File: src/logic/rbcl_pkg.sv
// Operation
// Start a load on boot_initiate fall, power-up, or configuration reset release.
// Configuration reset held high clears memory; its release starts configuration.
// Each load first clears the whole configuration memory for a size-dependent time.
// memory_enable_n goes low at load start and stays low throughout loading.
// Data sampled two clocks after enable falls, then every second clock.
// All sequencing runs from the single configuration clock, internal or external; restarts and the address follow after done run on ref_clk without it.
// Clock pin outputs internal clock when mode bit 2 low, else is input.
// Strobe tristated until one clock before enable; each pulse means latched, advance.
// External address generator advances on every strobe rising edge, from the first.
// Address outputs used only in internal byte mode; serial mode reads bit 0.
// Internal byte mode drives an 18-bit address and reads eight-bit data.
// Address tristated during clear, driven while loading, released at user mode.
// First address appears with enable fall; address increments on each strobe rise.
// After a verified row, hold address and strobe high during the row write.
// Every row write lasts twelve configuration clocks with strobe held high.
// On completion assert done, tristate strobe; inputs and enable off +2, outputs +3.
// User mode three clocks after power-up, or after done if power-up already high.
// Error output on check byte or identifier mismatch, two clocks after the byte.
// After an error loading halts until a new boot edge, reset or power cycle.
// After done the strobe is an input; address follows it until power-up.
// Single-device boards pull the strobe pin high weakly once it is an input.
// Mode 01 byte internal address, 10 serial, 11 byte external address.
package rbcl_pkg;
  localparam int unsigned CLK_HZ = 125_000_000;
  localparam logic [1:0] CFG_DIV_LAST = 2'h3;  // Internal config clock is ref_clk / 4.
  localparam logic [11:0] CLEAR_CLKS = 12'h3CB;  // 971 clocks of memory clear.
  localparam logic [7:0] ROW_COUNT = 8'h5F;  // 95 rows.
  localparam logic [7:0] ROW_BYTES = 8'h48;  // 72 data bytes per row.
  localparam logic [7:0] ID_BYTES = 8'h04;
  localparam logic [11:0] ROW_WRITE_CLKS = 12'h00C;  // 12 clocks.
  localparam logic [11:0] ERR_DELAY_CLKS = 12'h002;
  localparam logic [11:0] DONE_TO_IN_CLKS = 12'h002;
  localparam logic [11:0] DONE_TO_OUT_CLKS = 12'h003;
  localparam logic [31:0] DEVICE_ID = 32'h5A3C_96E1;  // Arbitrary value.
  localparam logic [1:0] MODE_BYTE_INT = 2'h1;
  localparam logic [1:0] MODE_SERIAL = 2'h2;
  localparam logic [1:0] MODE_BYTE_EXT = 2'h3;
  localparam logic [3:0] REG_CTRL = 4'h0;
  localparam logic [3:0] REG_STATUS = 4'h4;
  localparam logic [3:0] REG_ADDR = 4'h8;
  localparam logic [3:0] REG_ROWS = 4'hC;
  localparam logic [17:0] ADDR_RESET = 18'h00000;

  typedef enum logic [3:0] {
    ST_IDLE, ST_CLEAR, ST_PRE, ST_LOAD, ST_ROW, ST_ERRW, ST_ERR, ST_DONE, ST_USER
  } rbcl_state_e;

  // Status word as software sees it.
  typedef struct packed {
    logic [3:0] state;
    logic user_out;
    logic user_in;
    logic done;
    logic err;
  } rbcl_status_s;
endpackage

File: src/logic/rbcl_loader.sv
`timescale 1ns/1ns
`default_nettype none
module rbcl_loader
  import rbcl_pkg::*;
(
  input wire logic ref_clk,  // Configuration logic clock.
  input wire logic srst,  // Synchronous reset, acts as power-up.
  input wire logic [2:0] mode_pins,  // Mode pins 2..0.
  input wire logic cfg_reset,  // Configuration reset pin, high clears.
  input wire logic boot_initiate,  // Falling edge starts a load.
  input wire logic power_up_release,  // High lets user mode begin.
  input wire logic clk_pin_i,  // Clock pin level when used as input.
  output logic clk_pin_o,  // Internal configuration clock out.
  output logic clk_pin_oe,  // Clock pin drive enable.
  input wire logic [7:0] data_i,  // Configuration memory data.
  input wire logic data_strobe_i,  // Strobe pin level when released.
  output logic data_strobe_o,  // Data strobe drive value.
  output logic data_strobe_oe,  // Data strobe drive enable.
  output logic memory_enable_n,  // Memory enable, low while loading.
  output logic [17:0] addr_o,  // Memory address.
  output logic addr_oe,  // Address drive enable.
  output logic err_o,  // Open-drain error value, always low.
  output logic err_oe,  // High pulls the error pin low.
  output logic done,  // Configuration complete.
  output logic user_in_en,  // User inputs enabled.
  output logic user_out_en,  // User outputs enabled.
  output logic mem_clear,  // Configuration memory being cleared.
  output logic byte_valid,  // One-cycle strobe with row data byte.
  output logic [7:0] byte_data,  // Row data byte.
  output logic row_write,  // One-cycle pulse: write current row.
  output logic [7:0] row_index,  // Row being loaded.
  input wire logic [3:0] avs_address,  // Avalon byte address.
  input wire logic avs_read,  // Avalon read.
  input wire logic avs_write,  // Avalon write.
  input wire logic [31:0] avs_writedata,  // Avalon write data.
  output logic [31:0] avs_readdata,  // Avalon read data.
  output logic avs_waitrequest  // Avalon wait request.
);
  // Pin inputs pass two flip-flops; only stage two and its delayed copy feed logic.
  // Bit map: data 7:0, mode 10:8, power-up 11, boot 12, reset 13, clock 14, strobe 15.
  logic [15:0] pin_s1;
  logic [15:0] pin_s2;
  logic [3:0] pin_s3;
  logic boot_fall;
  logic rst_rise;
  logic rst_fall;
  logic ext_rise;
  logic strobe_rise;
  logic tick;
  logic soft_boot;
  logic start;
  logic [1:0] div_cnt;
  logic [1:0] next_div_cnt;
  logic next_clk_pin_o;
  rbcl_state_e state;
  rbcl_state_e next_state;
  logic [11:0] cnt;
  logic [11:0] next_cnt;
  logic [1:0] mode_q;
  logic [1:0] next_mode_q;
  logic [7:0] idx;
  logic [7:0] next_idx;
  logic [2:0] bit_idx;
  logic [2:0] next_bit_idx;
  logic [7:0] shift;
  logic [7:0] next_shift;
  logic [7:0] csum;
  logic [7:0] next_csum;
  logic in_id;
  logic next_in_id;
  logic [7:0] got;
  logic got_ok;
  logic next_strobe_o;
  logic next_strobe_oe;
  logic next_me_n;
  logic [17:0] next_addr;
  logic next_addr_oe;
  logic next_err_oe;
  logic next_done;
  logic next_user_in;
  logic next_user_out;
  logic next_clear;
  logic next_bvalid;
  logic [7:0] next_bdata;
  logic next_row_write;
  logic [7:0] next_row;
  logic next_wait;
  logic [31:0] next_rdata;
  rbcl_status_s status;

  always_ff @(posedge ref_clk)
  begin
    if (srst)
    begin
      pin_s1 <= 16'h0000;
      pin_s2 <= 16'h0000;
      pin_s3 <= 4'h0;
    end
    else
    begin
      pin_s1 <= {data_strobe_i, clk_pin_i, cfg_reset, boot_initiate, power_up_release,
                 mode_pins, data_i};
      pin_s2 <= pin_s1;
      pin_s3 <= pin_s2[15:12];
    end
  end

  // Edge detectors look at stage two and its delayed copy only.
  assign boot_fall = pin_s3[0] & ~pin_s2[12];
  assign rst_rise = ~pin_s3[1] & pin_s2[13];
  assign rst_fall = pin_s3[1] & ~pin_s2[13];
  assign ext_rise = ~pin_s3[2] & pin_s2[14];
  assign strobe_rise = ~pin_s3[3] & pin_s2[15];
  // Mode bit 2 picks the clock source; both feed the same enable, one process.
  assign tick = pin_s2[10] ? ext_rise : (div_cnt == CFG_DIV_LAST);
  assign soft_boot = avs_write & ~avs_waitrequest & (avs_address == REG_CTRL) & avs_writedata[0];
  assign start = boot_fall | rst_fall | soft_boot;

  // Divider for the internal configuration clock; it runs even when unused.
  always_comb
  begin
    next_div_cnt = div_cnt + 2'h1;
    next_clk_pin_o = (next_div_cnt < 2'h2);
  end

  always_ff @(posedge ref_clk)
  begin
    if (srst)
    begin
      div_cnt <= 2'h0;
      clk_pin_o <= 1'b0;
      clk_pin_oe <= 1'b0;
    end
    else
    begin
      div_cnt <= next_div_cnt;
      clk_pin_o <= next_clk_pin_o;
      clk_pin_oe <= ~pin_s2[10];
    end
  end

  // Byte assembled from this sample: serial mode takes bit 0 only, LSB first.
  assign got = (mode_q == MODE_SERIAL) ? {pin_s2[0], shift[7:1]} : pin_s2[7:0];
  assign got_ok = (mode_q != MODE_SERIAL) | (bit_idx == 3'h7);

  // Load sequencer; each step waits for a configuration clock enable, except restarts and the address follow after done.
  always_comb
  begin
    next_state = state;
    next_cnt = cnt;
    next_mode_q = mode_q;
    next_idx = idx;
    next_bit_idx = bit_idx;
    next_shift = shift;
    next_csum = csum;
    next_in_id = in_id;
    next_strobe_o = data_strobe_o;
    next_strobe_oe = data_strobe_oe;
    next_me_n = memory_enable_n;
    next_addr = addr_o;
    next_addr_oe = addr_oe;
    next_err_oe = err_oe;
    next_done = done;
    next_user_in = user_in_en;
    next_user_out = user_out_en;
    next_clear = mem_clear;
    next_bvalid = 1'b0;
    next_bdata = byte_data;
    next_row_write = 1'b0;
    next_row = row_index;
    // The mode is taken when clearing begins, including the power-up clear.
    if (state == ST_CLEAR && cnt == 12'h000)
    begin
      next_mode_q = pin_s2[9:8];
    end
    if (start || pin_s2[13] || rst_rise)
    begin
      // A restart drops every sequencer output except byte_data back to the clearing state.
      next_state = ST_CLEAR;
      next_cnt = 12'h000;
      next_mode_q = pin_s2[9:8];
      next_strobe_oe = 1'b0;
      next_strobe_o = 1'b0;
      next_me_n = 1'b1;
      next_addr = ADDR_RESET;
      next_addr_oe = 1'b0;
      next_err_oe = 1'b0;
      next_done = 1'b0;
      next_user_in = 1'b0;
      next_user_out = 1'b0;
      next_clear = 1'b1;
      next_row = 8'h00;
    end
    else if (state == ST_DONE && strobe_rise && !pin_s2[11])
    begin
      next_addr = addr_o + 18'h00001;
    end
    else if (tick)
    begin
      unique case (state)
        ST_IDLE, ST_USER, ST_ERR:
        begin
          next_state = state;
        end
        ST_CLEAR:
        begin
          if (cnt == CLEAR_CLKS - 12'h001)
          begin
            next_state = ST_PRE;
            next_clear = 1'b0;
            next_strobe_oe = 1'b1;
            next_strobe_o = 1'b1;
          end
          else
          begin
            next_cnt = cnt + 12'h001;
          end
        end
        ST_PRE:
        begin
          next_state = ST_LOAD;
          next_me_n = 1'b0;
          next_addr_oe = (mode_q == MODE_BYTE_INT);
          next_in_id = 1'b1;
          next_idx = 8'h00;
          next_bit_idx = 3'h0;
          next_csum = 8'h00;
        end
        ST_LOAD:
        begin
          next_strobe_o = ~data_strobe_o;
          if (!data_strobe_o)
          begin
            // Sample on the rising strobe edge, then advance the address.
            next_addr = addr_o + 18'h00001;
            next_shift = got;
            next_bit_idx = bit_idx + 3'h1;
            if (got_ok && in_id)
            begin
              if (got != DEVICE_ID[idx[1:0] * 8 +: 8])
              begin
                next_state = ST_ERRW;
                next_cnt = 12'h000;
              end
              next_idx = (idx == ID_BYTES - 8'h01) ? 8'h00 : idx + 8'h01;
              next_in_id = (idx != ID_BYTES - 8'h01);
            end
            else if (got_ok && idx != ROW_BYTES)
            begin
              next_csum = csum ^ got;
              next_bvalid = 1'b1;
              next_bdata = got;
              next_idx = idx + 8'h01;
            end
            else if (got_ok && got == csum)
            begin
              next_state = ST_ROW;
              next_cnt = 12'h000;
              next_row_write = 1'b1;
              next_addr = addr_o;
              next_idx = 8'h00;
              next_csum = 8'h00;
            end
            else if (got_ok)
            begin
              next_state = ST_ERRW;
              next_cnt = 12'h000;
            end
          end
        end
        ST_ROW:
        begin
          next_addr = addr_o + 18'h00001;
          if (cnt == ROW_WRITE_CLKS - 12'h001)
          begin
            next_row = row_index + 8'h01;
            if (row_index == ROW_COUNT - 8'h01)
            begin
              next_state = ST_DONE;
              next_done = 1'b1;
              next_strobe_oe = 1'b0;
              next_cnt = 12'h000;
            end
            else
            begin
              next_state = ST_LOAD;
            end
          end
          else
          begin
            next_addr = addr_o;
            next_cnt = cnt + 12'h001;
          end
        end
        ST_ERRW:
        begin
          if (cnt == ERR_DELAY_CLKS - 12'h001)
          begin
            next_state = ST_ERR;
            next_err_oe = 1'b1;
            next_strobe_oe = 1'b0;
            next_me_n = 1'b1;
          end
          else
          begin
            next_cnt = cnt + 12'h001;
          end
        end
        ST_DONE:
        begin
          // Count runs only once power-up is seen, so a late power-up still gives 2 and 3.
          if (pin_s2[11])
          begin
            next_cnt = cnt + 12'h001;
            if (cnt == DONE_TO_IN_CLKS - 12'h001)
            begin
              next_user_in = 1'b1;
              next_me_n = 1'b1;
            end
            if (cnt == DONE_TO_OUT_CLKS - 12'h001)
            begin
              next_user_out = 1'b1;
              next_addr_oe = 1'b0;
              next_state = ST_USER;
            end
          end
        end
        default:
        begin
          next_state = ST_IDLE;
        end
      endcase
    end
  end

  always_ff @(posedge ref_clk)
  begin
    if (srst)
    begin
      // Power-up behaves as a boot request: clearing starts at once.
      state <= ST_CLEAR;
      cnt <= 12'h000;
      mode_q <= MODE_BYTE_INT;
      idx <= 8'h00;
      bit_idx <= 3'h0;
      shift <= 8'h00;
      csum <= 8'h00;
      in_id <= 1'b0;
      data_strobe_o <= 1'b0;
      data_strobe_oe <= 1'b0;
      memory_enable_n <= 1'b1;
      addr_o <= ADDR_RESET;
      addr_oe <= 1'b0;
      err_o <= 1'b0;
      err_oe <= 1'b0;
      done <= 1'b0;
      user_in_en <= 1'b0;
      user_out_en <= 1'b0;
      mem_clear <= 1'b1;
      byte_valid <= 1'b0;
      byte_data <= 8'h00;
      row_write <= 1'b0;
      row_index <= 8'h00;
    end
    else
    begin
      state <= next_state;
      cnt <= next_cnt;
      mode_q <= next_mode_q;
      idx <= next_idx;
      bit_idx <= next_bit_idx;
      shift <= next_shift;
      csum <= next_csum;
      in_id <= next_in_id;
      data_strobe_o <= next_strobe_o;
      data_strobe_oe <= next_strobe_oe;
      memory_enable_n <= next_me_n;
      addr_o <= next_addr;
      addr_oe <= next_addr_oe;
      err_o <= 1'b0;
      err_oe <= next_err_oe;
      done <= next_done;
      user_in_en <= next_user_in;
      user_out_en <= next_user_out;
      mem_clear <= next_clear;
      byte_valid <= next_bvalid;
      byte_data <= next_bdata;
      row_write <= next_row_write;
      row_index <= next_row;
    end
  end

  // Register slave: one wait cycle, so every access ends on the second edge.
  always_comb
  begin
    status = '{state: state, user_out: user_out_en, user_in: user_in_en, done: done,
               err: err_oe};
    next_wait = ~((avs_read | avs_write) & avs_waitrequest);
    next_rdata = avs_readdata;
    if (avs_read && avs_waitrequest)
    begin
      unique case (avs_address)
        REG_STATUS: next_rdata = {24'h000000, status};
        REG_ADDR: next_rdata = {14'h0000, addr_o};
        REG_ROWS: next_rdata = {24'h000000, row_index};
        default: next_rdata = 32'h00000000;
      endcase
    end
  end

  always_ff @(posedge ref_clk)
  begin
    if (srst)
    begin
      avs_waitrequest <= 1'b1;
      avs_readdata <= 32'h00000000;
    end
    else
    begin
      avs_waitrequest <= next_wait;
      avs_readdata <= next_rdata;
    end
  end

  // Ticks spent in row write, checked against the fixed row write length.
  logic [11:0] row_ticks;
  always_ff @(posedge ref_clk)
  begin
    if (srst || state != ST_ROW)
      row_ticks <= 12'h000;
    else if (tick)
      row_ticks <= row_ticks + 12'h001;
  end

  property p_me_low;
    @(posedge ref_clk) disable iff (srst) (state == ST_LOAD || state == ST_ROW) |-> !memory_enable_n;
  endproperty
  a_me_low: assert property (p_me_low) else $error("Enable high during load.");
  property p_clear_float;
    @(posedge ref_clk) disable iff (srst) state == ST_CLEAR |-> !data_strobe_oe && !addr_oe;
  endproperty
  a_clear_float: assert property (p_clear_float) else $error("Pin driven in clear.");
  property p_user_rel;
    @(posedge ref_clk) disable iff (srst) state == ST_USER |-> !addr_oe && user_out_en;
  endproperty
  a_user_rel: assert property (p_user_rel) else $error("Address kept in user.");
  property p_row_hold;
    @(posedge ref_clk) disable iff (srst)
      state == ST_ROW && $past(state) == ST_ROW |-> data_strobe_o && $stable(addr_o);
  endproperty
  a_row_hold: assert property (p_row_hold) else $error("Row write not held.");
  property p_row_len;
    @(posedge ref_clk) disable iff (srst)
      $fell(state == ST_ROW) && state != ST_CLEAR |-> $past(row_ticks) == 12'h00B;
  endproperty
  a_row_len: assert property (p_row_len) else $error("Row write length wrong.");
  property p_err_src;
    @(posedge ref_clk) disable iff (srst) $rose(err_oe) |-> $past(state) == ST_ERRW && !err_o;
  endproperty
  a_err_src: assert property (p_err_src) else $error("Error without cause.");
  property p_err_halt;
    @(posedge ref_clk) disable iff (srst)
      state == ST_ERR && !start && !pin_s2[13] ##1 !start |-> state == ST_ERR;
  endproperty
  a_err_halt: assert property (p_err_halt) else $error("Load resumed after error.");
  property p_addr_mode;
    @(posedge ref_clk) disable iff (srst) addr_oe |-> mode_q == MODE_BYTE_INT;
  endproperty
  a_addr_mode: assert property (p_addr_mode) else $error("Address driven in wrong mode.");
  property p_done_float;
    @(posedge ref_clk) disable iff (srst) $rose(done) |-> !data_strobe_oe && !user_in_en;
  endproperty
  a_done_float: assert property (p_done_float) else $error("Strobe driven at done.");
  property p_addr_inc;
    @(posedge ref_clk) disable iff (srst)
      $rose(data_strobe_o) && $past(state) == ST_LOAD && state == ST_LOAD
      |-> addr_o == $past(addr_o) + 18'h00001;
  endproperty
  a_addr_inc: assert property (p_addr_inc) else $error("Address did not advance.");
  c_user: cover property (@(posedge ref_clk) disable iff (srst) $rose(user_out_en));
  c_err: cover property (@(posedge ref_clk) disable iff (srst) $rose(err_oe));
  c_row: cover property (@(posedge ref_clk) disable iff (srst) row_write);
  c_restart: cover property (@(posedge ref_clk) disable iff (srst) state == ST_LOAD && start);
endmodule
`default_nettype wire

File: config.mk
export PLATFORM = sky130hd
export DESIGN_NAME = rbcl_loader
export DESIGN_NICKNAME = d
export VERILOG_FILES = /design/src/logic/rbcl_pkg.sv /design/src/logic/rbcl_loader.sv
export SDC_FILE = /design/constraint.sdc
export NUM_CORES = 1
export LEC_CHECK = 0
export BUFFER_PORTS_ARGS = -buffer_cell sky130_fd_sc_hd__buf_4
export CORE_ASPECT_RATIO = 0.7
export CORE_MARGIN = 4
export CORE_UTILIZATION = 53
export CTS_CLUSTER_DIAMETER = 80
export DETAILED_ROUTE_END_ITERATION = 8
export MAX_ROUTING_LAYER = met4
export PLACE_DENSITY = 0.83
export SYNTH_ARGS = -nofsm -noshare
export SYNTH_HDL_FRONTEND = slang
export SYNTH_SLANG_ARGS = --single-unit
File: constraint.sdc
create_clock -name ref_clk -period 2.85 [get_ports ref_clk]
set_input_delay 0.285 -clock ref_clk [delete_from_list [all_inputs] [get_ports ref_clk]]
set_output_delay 0.285 -clock ref_clk [all_outputs]
set_load 0.005 [all_outputs]
# Word-level counts from Yosys, hierarchy flattened
# Index checks and enable logic that the tools add are counted.
[totals] in_bits=56 output_inout_bits=81 ff_bits=164 word_cells=225
[classes] n_eq_ne=46 mux=67 n_bitwise=29 order_cmp=1 addsub=6 n_shift=1 reduce_logical=45
[op_table] op="2-to-1 mux 12 bit" n=11
[op_table] op="2-to-1 mux 18 bit" n=7
[op_table] op="2-to-1 mux 8 bit" n=9
[op_table] op="one-hot mux 12 bit (5 select lines)" n=1
[op_table] op="one-hot mux 18 bit (3 select lines)" n=1
[op_table] op="2-to-1 mux 4 bit" n=11
[op_table] op="one-hot mux 18 bit (2 select lines)" n=1
[op_table] op="AND reduction 5 bit" n=7
[op_table] op="one-hot mux 8 bit (2 select lines)" n=2
[op_table] op="variable part select 32 x 6 -> 8 bit (first input constant)" n=1
[op_table] op="one-hot mux 4 bit (7 select lines)" n=1
[op_table] op="AND reduction 7 bit" n=3
[op_table] op="equality test 4 x 3 -> 1 bit (second input constant)" n=5
[op_table] op="!= test 2 bit (second input constant)" n=10
[op_table] op="AND reduction 4 bit" n=5
[op_table] op="adder 18 x 1 -> 18 bit (second input constant)" n=1
[op_table] op="!= test 3 bit (second input constant)" n=6
[op_table] op="adder 8 x 1 -> 8 bit (second input constant)" n=2
[op_table] op="NOT 1 bit" n=15
[op_table] op="2-to-1 mux 1 bit" n=13
[op_table] op="adder 12 x 1 -> 12 bit (second input constant)" n=1
[op_table] op="equality test 12 x 1 -> 1 bit (second input constant)" n=1
[op_table] op="equality test 12 x 10 -> 1 bit (second input constant)" n=1
[op_table] op="equality test 12 x 2 -> 1 bit (second input constant)" n=1
[op_table] op="other kinds (42)" n=79

# Depth between registers and ports, before layout
[depth] ltp_word=11 ltp_mapped=10 ltp_nobuf=9

# Worst setup path before layout
# No wires, ideal clock.
[synth_timing] kind="register to register" start="reg cnt[0]" end="reg cnt[7]" path_stages_with_launch=10 path_slack_ns=0.480 n_path_buf=0 arrival_ns=2.300 required_ns=2.780 synth_period_minus_slack_ns=2.370 setup_time_ns=0.070 cell_sequence="dfxtp_1 -> inv_1 -> ha_1 -> nand4_1 -> nor4_4 -> a2111oi_0 -> o211a_1 -> o211ai_2 -> or4_1 -> a21oi_1"
[synth_between] elab_chain_len=3 elab_cells_between_ends=13 cone_classes="1 x add/sub; 6 x eq/ne; 5 x mux; 1 x reduce/logical"
[synth_rtl] item="from (decl)" line="rbcl_loader.sv:57" rtl="logic [11:0] cnt;"
[synth_rtl] item="from (signal assigned)" line="rbcl_loader.sv:368" rtl="cnt <= next_cnt;"
[synth_rtl] item="adder 12 x 1 -> 12 bit, or another cell as far along"
[synth_rtl] item="2-to-1 mux 12 bit, or another cell as far along" line="rbcl_loader.sv:312" rtl="if (pin_s2[11])"
[synth_rtl] item="one-hot mux 12 bit (5 select lines) / AND reduction 11 bit (equally long branches)"
# Several ways; a longest one is shown, not always the timed one. The select of a mux whose other input is x is not followed.
# A chain may end at the register's enable or synchronous reset.

# Worst setup path after layout
# Ends and elaborated chain as after synthesis.

==> metrics.cfg <==
[place]
place_area_sq_um = 7970
dp_slack_ns = 0.193
gp_congestion = 0.967
port_buffers = 90
hpwlAfterDp_mm = 13.1

[cells_and_area]
fin_util_pct = 67.4
final_area_sq_um = 8540
multi_input_area_sq_um = 3710
nNetsFinal = 969
n_antenna_cell = 0
regArea_sq_um = 2980
n_fill_cell = 1003
drive_above_1_share_pct = 21.4
area.growth.synth_to_final_pct = 21.9

[setup_path]
reg2reg_depth = 10
critical_path_arrival_ns = 3.00
r2r_setup_slack_ns = 0.21
cp_data_required_time_ns = 3.21
cp_max_fo = 3
end_kind = register
critical_path.startpoint_type = register
reg2reg_to = cnt[7]
reg2reg_from = cnt[0]
critical_path_class = register to register

[drt]
drt_iter0_drc = 672
drcViolationCount = 0
wirelength_mm = 18.9
routed_via_density = 5.95
post_drt_wl_per_cell_um = 17.6
drt-pass1-iter-count = 6
vias = 6389
ant_nets = 0

[logic_synthesis]
syn_area_sq_um = 7010
synth.distinct_cells = 79
synthCells = 789
ys_ff_latch = 149
yosys_warnings = 0
avgSynthCellArea_sq_um = 8.88
async_flop_share_pct = 0
synth_edf_count = 0
synth_ff_type = dfxtp_1
seq_area_frac_synth_pct = 42.6

[min_path]
worstHoldStart = avs_read
hold_depth = 2
hold_path.class = input pin to register
whs_endpoint = avs_waitrequest

[sta]
postLayoutSetupSlackWorst_ns = 0.211
period_needed_ns = 2.64
rsz0062_at_grt = false
fin_skew_ns = 0.00846
finalHoldViolCount = 0
tightest_slew_ns = 0.716
slew-limit-headroom_pct = 52.2
period_share_pct = 92.6
setup_tns_ns = 0
slew_viol_final = 0
max_freq_ghz = 0.379
setup_viol = 0

[run_status]
status = finished clean

[cts]
clk-insertion-delay-late_ns = 0.43
cts_buffers = 17
cts-hold-fix-buffers = 0
htree_levels = 4
cts_tree = done
post_cts_resized = 0
post_cts.repair.setup_buffers = 0
ctsLongestPathBuffers = 2
cts_root_buffer = clkbuf_16
clk_pin_slew_ns = 0.06
cts.sinks = 149

[floorplanning]
die_h_um = 104
core_sq_um = 12700
dieArea_sq_um = 15200
start_util_pct = 55.3
die_x_um = 145
num_rows = 34
ios = 137

[grt]
grt_overflow = 0
grt_pass1_wl_mm = 31.0
grtUsageTotal_pct = 25.5
grt_pass1_vias = 5935
antenna_found_initial = 0
grt_start_max_net_pins = 51

[pwr]
irDropWorstVdd_uv = 389
power_per_cell_area_nw_per_um2 = 532
p_leak_nw = 3.38

[job]
drv_cap = 0

[cells by family (layout without fill, tap and decap cells)]
group	after synthesis	count (layout)	share of synthesized area, %
buf+inv	76	185	5.27
simple gates	312	312	25.1
mux	17	17	2.53
other cells	1	15	0.0535
fa+ha+maj	14	14	2.50
flops	149	149	42.6
xor+xnor	21	21	2.62
compound gates	199	199	19.4
[synth_stat cells (all sizes together), types with 11 or more instances]
cell / number / area share (%)
dfxtp: 149 / 43
nor2: 95 / 5.1
a21oi: 49 / 3.5
nor2b: 43 / 3.8
o21ai: 42 / 3.2
nand2: 31 / 1.7
buf: 29 / 2.7
nand3: 28 / 2.1
clkbuf: 24 / 1.3
inv: 23 / 1.2
a211oi: 20 / 2.1
a22oi: 19 / 2.1
and3: 16 / 1.4
or3: 16 / 1.4
ha: 14 / 2.5
xor2: 13 / 1.6
mux2i: 11 / 1.6
nor3: 11 / 1.2
or3b: 11 / 1.4
or4: 11 / 1.2
[cell usage in the layout, fill, tap and decap left out, types with 13 or more instances in the layout]
| cell | instances |
|---|---|
| a21oi_1 | 49 |
| clkbuf_16 | 17 |
| a211oi_1 | 20 |
| o21ai_0 | 39 |
| and3_1 | 16 |
| or3_1 | 16 |
| a22oi_1 | 18 |
| buf_4 | 129 |
| inv_1 | 23 |
| dfxtp_1 | 149 |
| xor2_1 | 13 |
| nand2_1 | 31 |
| ha_1 | 14 |
| nand3_1 | 27 |
| nor2_1 | 95 |
| conb_1 | 15 |
| nor2b_1 | 43 |
[metal layers]
layer	GRT usage (%)	routed length (um)
met4	8.13	367
met2	36.3	8060
met1	36.0	8810
met3	5.79	1680
met5	-	0
[report_power, final]
part	switching [mW]	internal [mW]	leakage [nW]
registers	0.0174	2.11	1.21
clock network	0.958	1.22	0.264
logic	0.138	0.0927	1.91
total	1.11	3.43	3.38
[critical path, stage by stage, from the launching register on]
cell and delay, ns:
dfxtp_1 0.33, inv_1 0.08, ha_1 0.26, nand4_1 0.15, nor4_4 0.06, a2111oi_0 0.49, buf_4 0.20, o211a_1 0.19
o211ai_2 0.14, or4_1 0.53, a21oi_1 0.14
[flip-flops by register name (all words and copies together), names as in the netlist, 4 cells and up]
name / count
csum: 8
addr_o: 18
pin_s3: 4
shift: 7
row_index: 8
idx: 8
state: 4
byte_data: 8
avs_readdata: 18
pin_s2: 16
pin_s1: 16
cnt: 12
[area by class of cell]
| class | instances | share of cell area, % |
|---|---|---|
| repair buffers | 130 | 11.6 |
| inverters | 23 | 1.01 |
| clock buffers | 18 | 5.02 |
| clock inverters | 14 | 1.67 |
| flip-flops and latches | 149 | 34.9 |
| multi-input cells | 578 | 43.4 |
| well taps | 162 | 2.37 |
[through the flow]
step,cells,hold WS (ns),power (mW)
2_1_floorplan,803,0.399,2.32
3_3_place_gp,1042,0.410,2.40
3_5_place_dp,1042,0.412,2.40
4_1_cts,1074,0.0613,4.56
5_1_grt,1074,0.0642,4.67
6_report,1074,0.0670,4.54
[worst max path at each step]
stage | startpoint | end
3_3_place_gp | cnt[0] | cnt[7]
3_5_place_dp | mode_q[1] | csum[7]
4_1_cts | mode_q[1] | csum[7]
5_1_grt | cnt[0] | cnt[7]
6_report | cnt[0] | cnt[7]
2_1_floorplan | cnt[0] | cnt[7]
(Power assumes the default switching activity.)
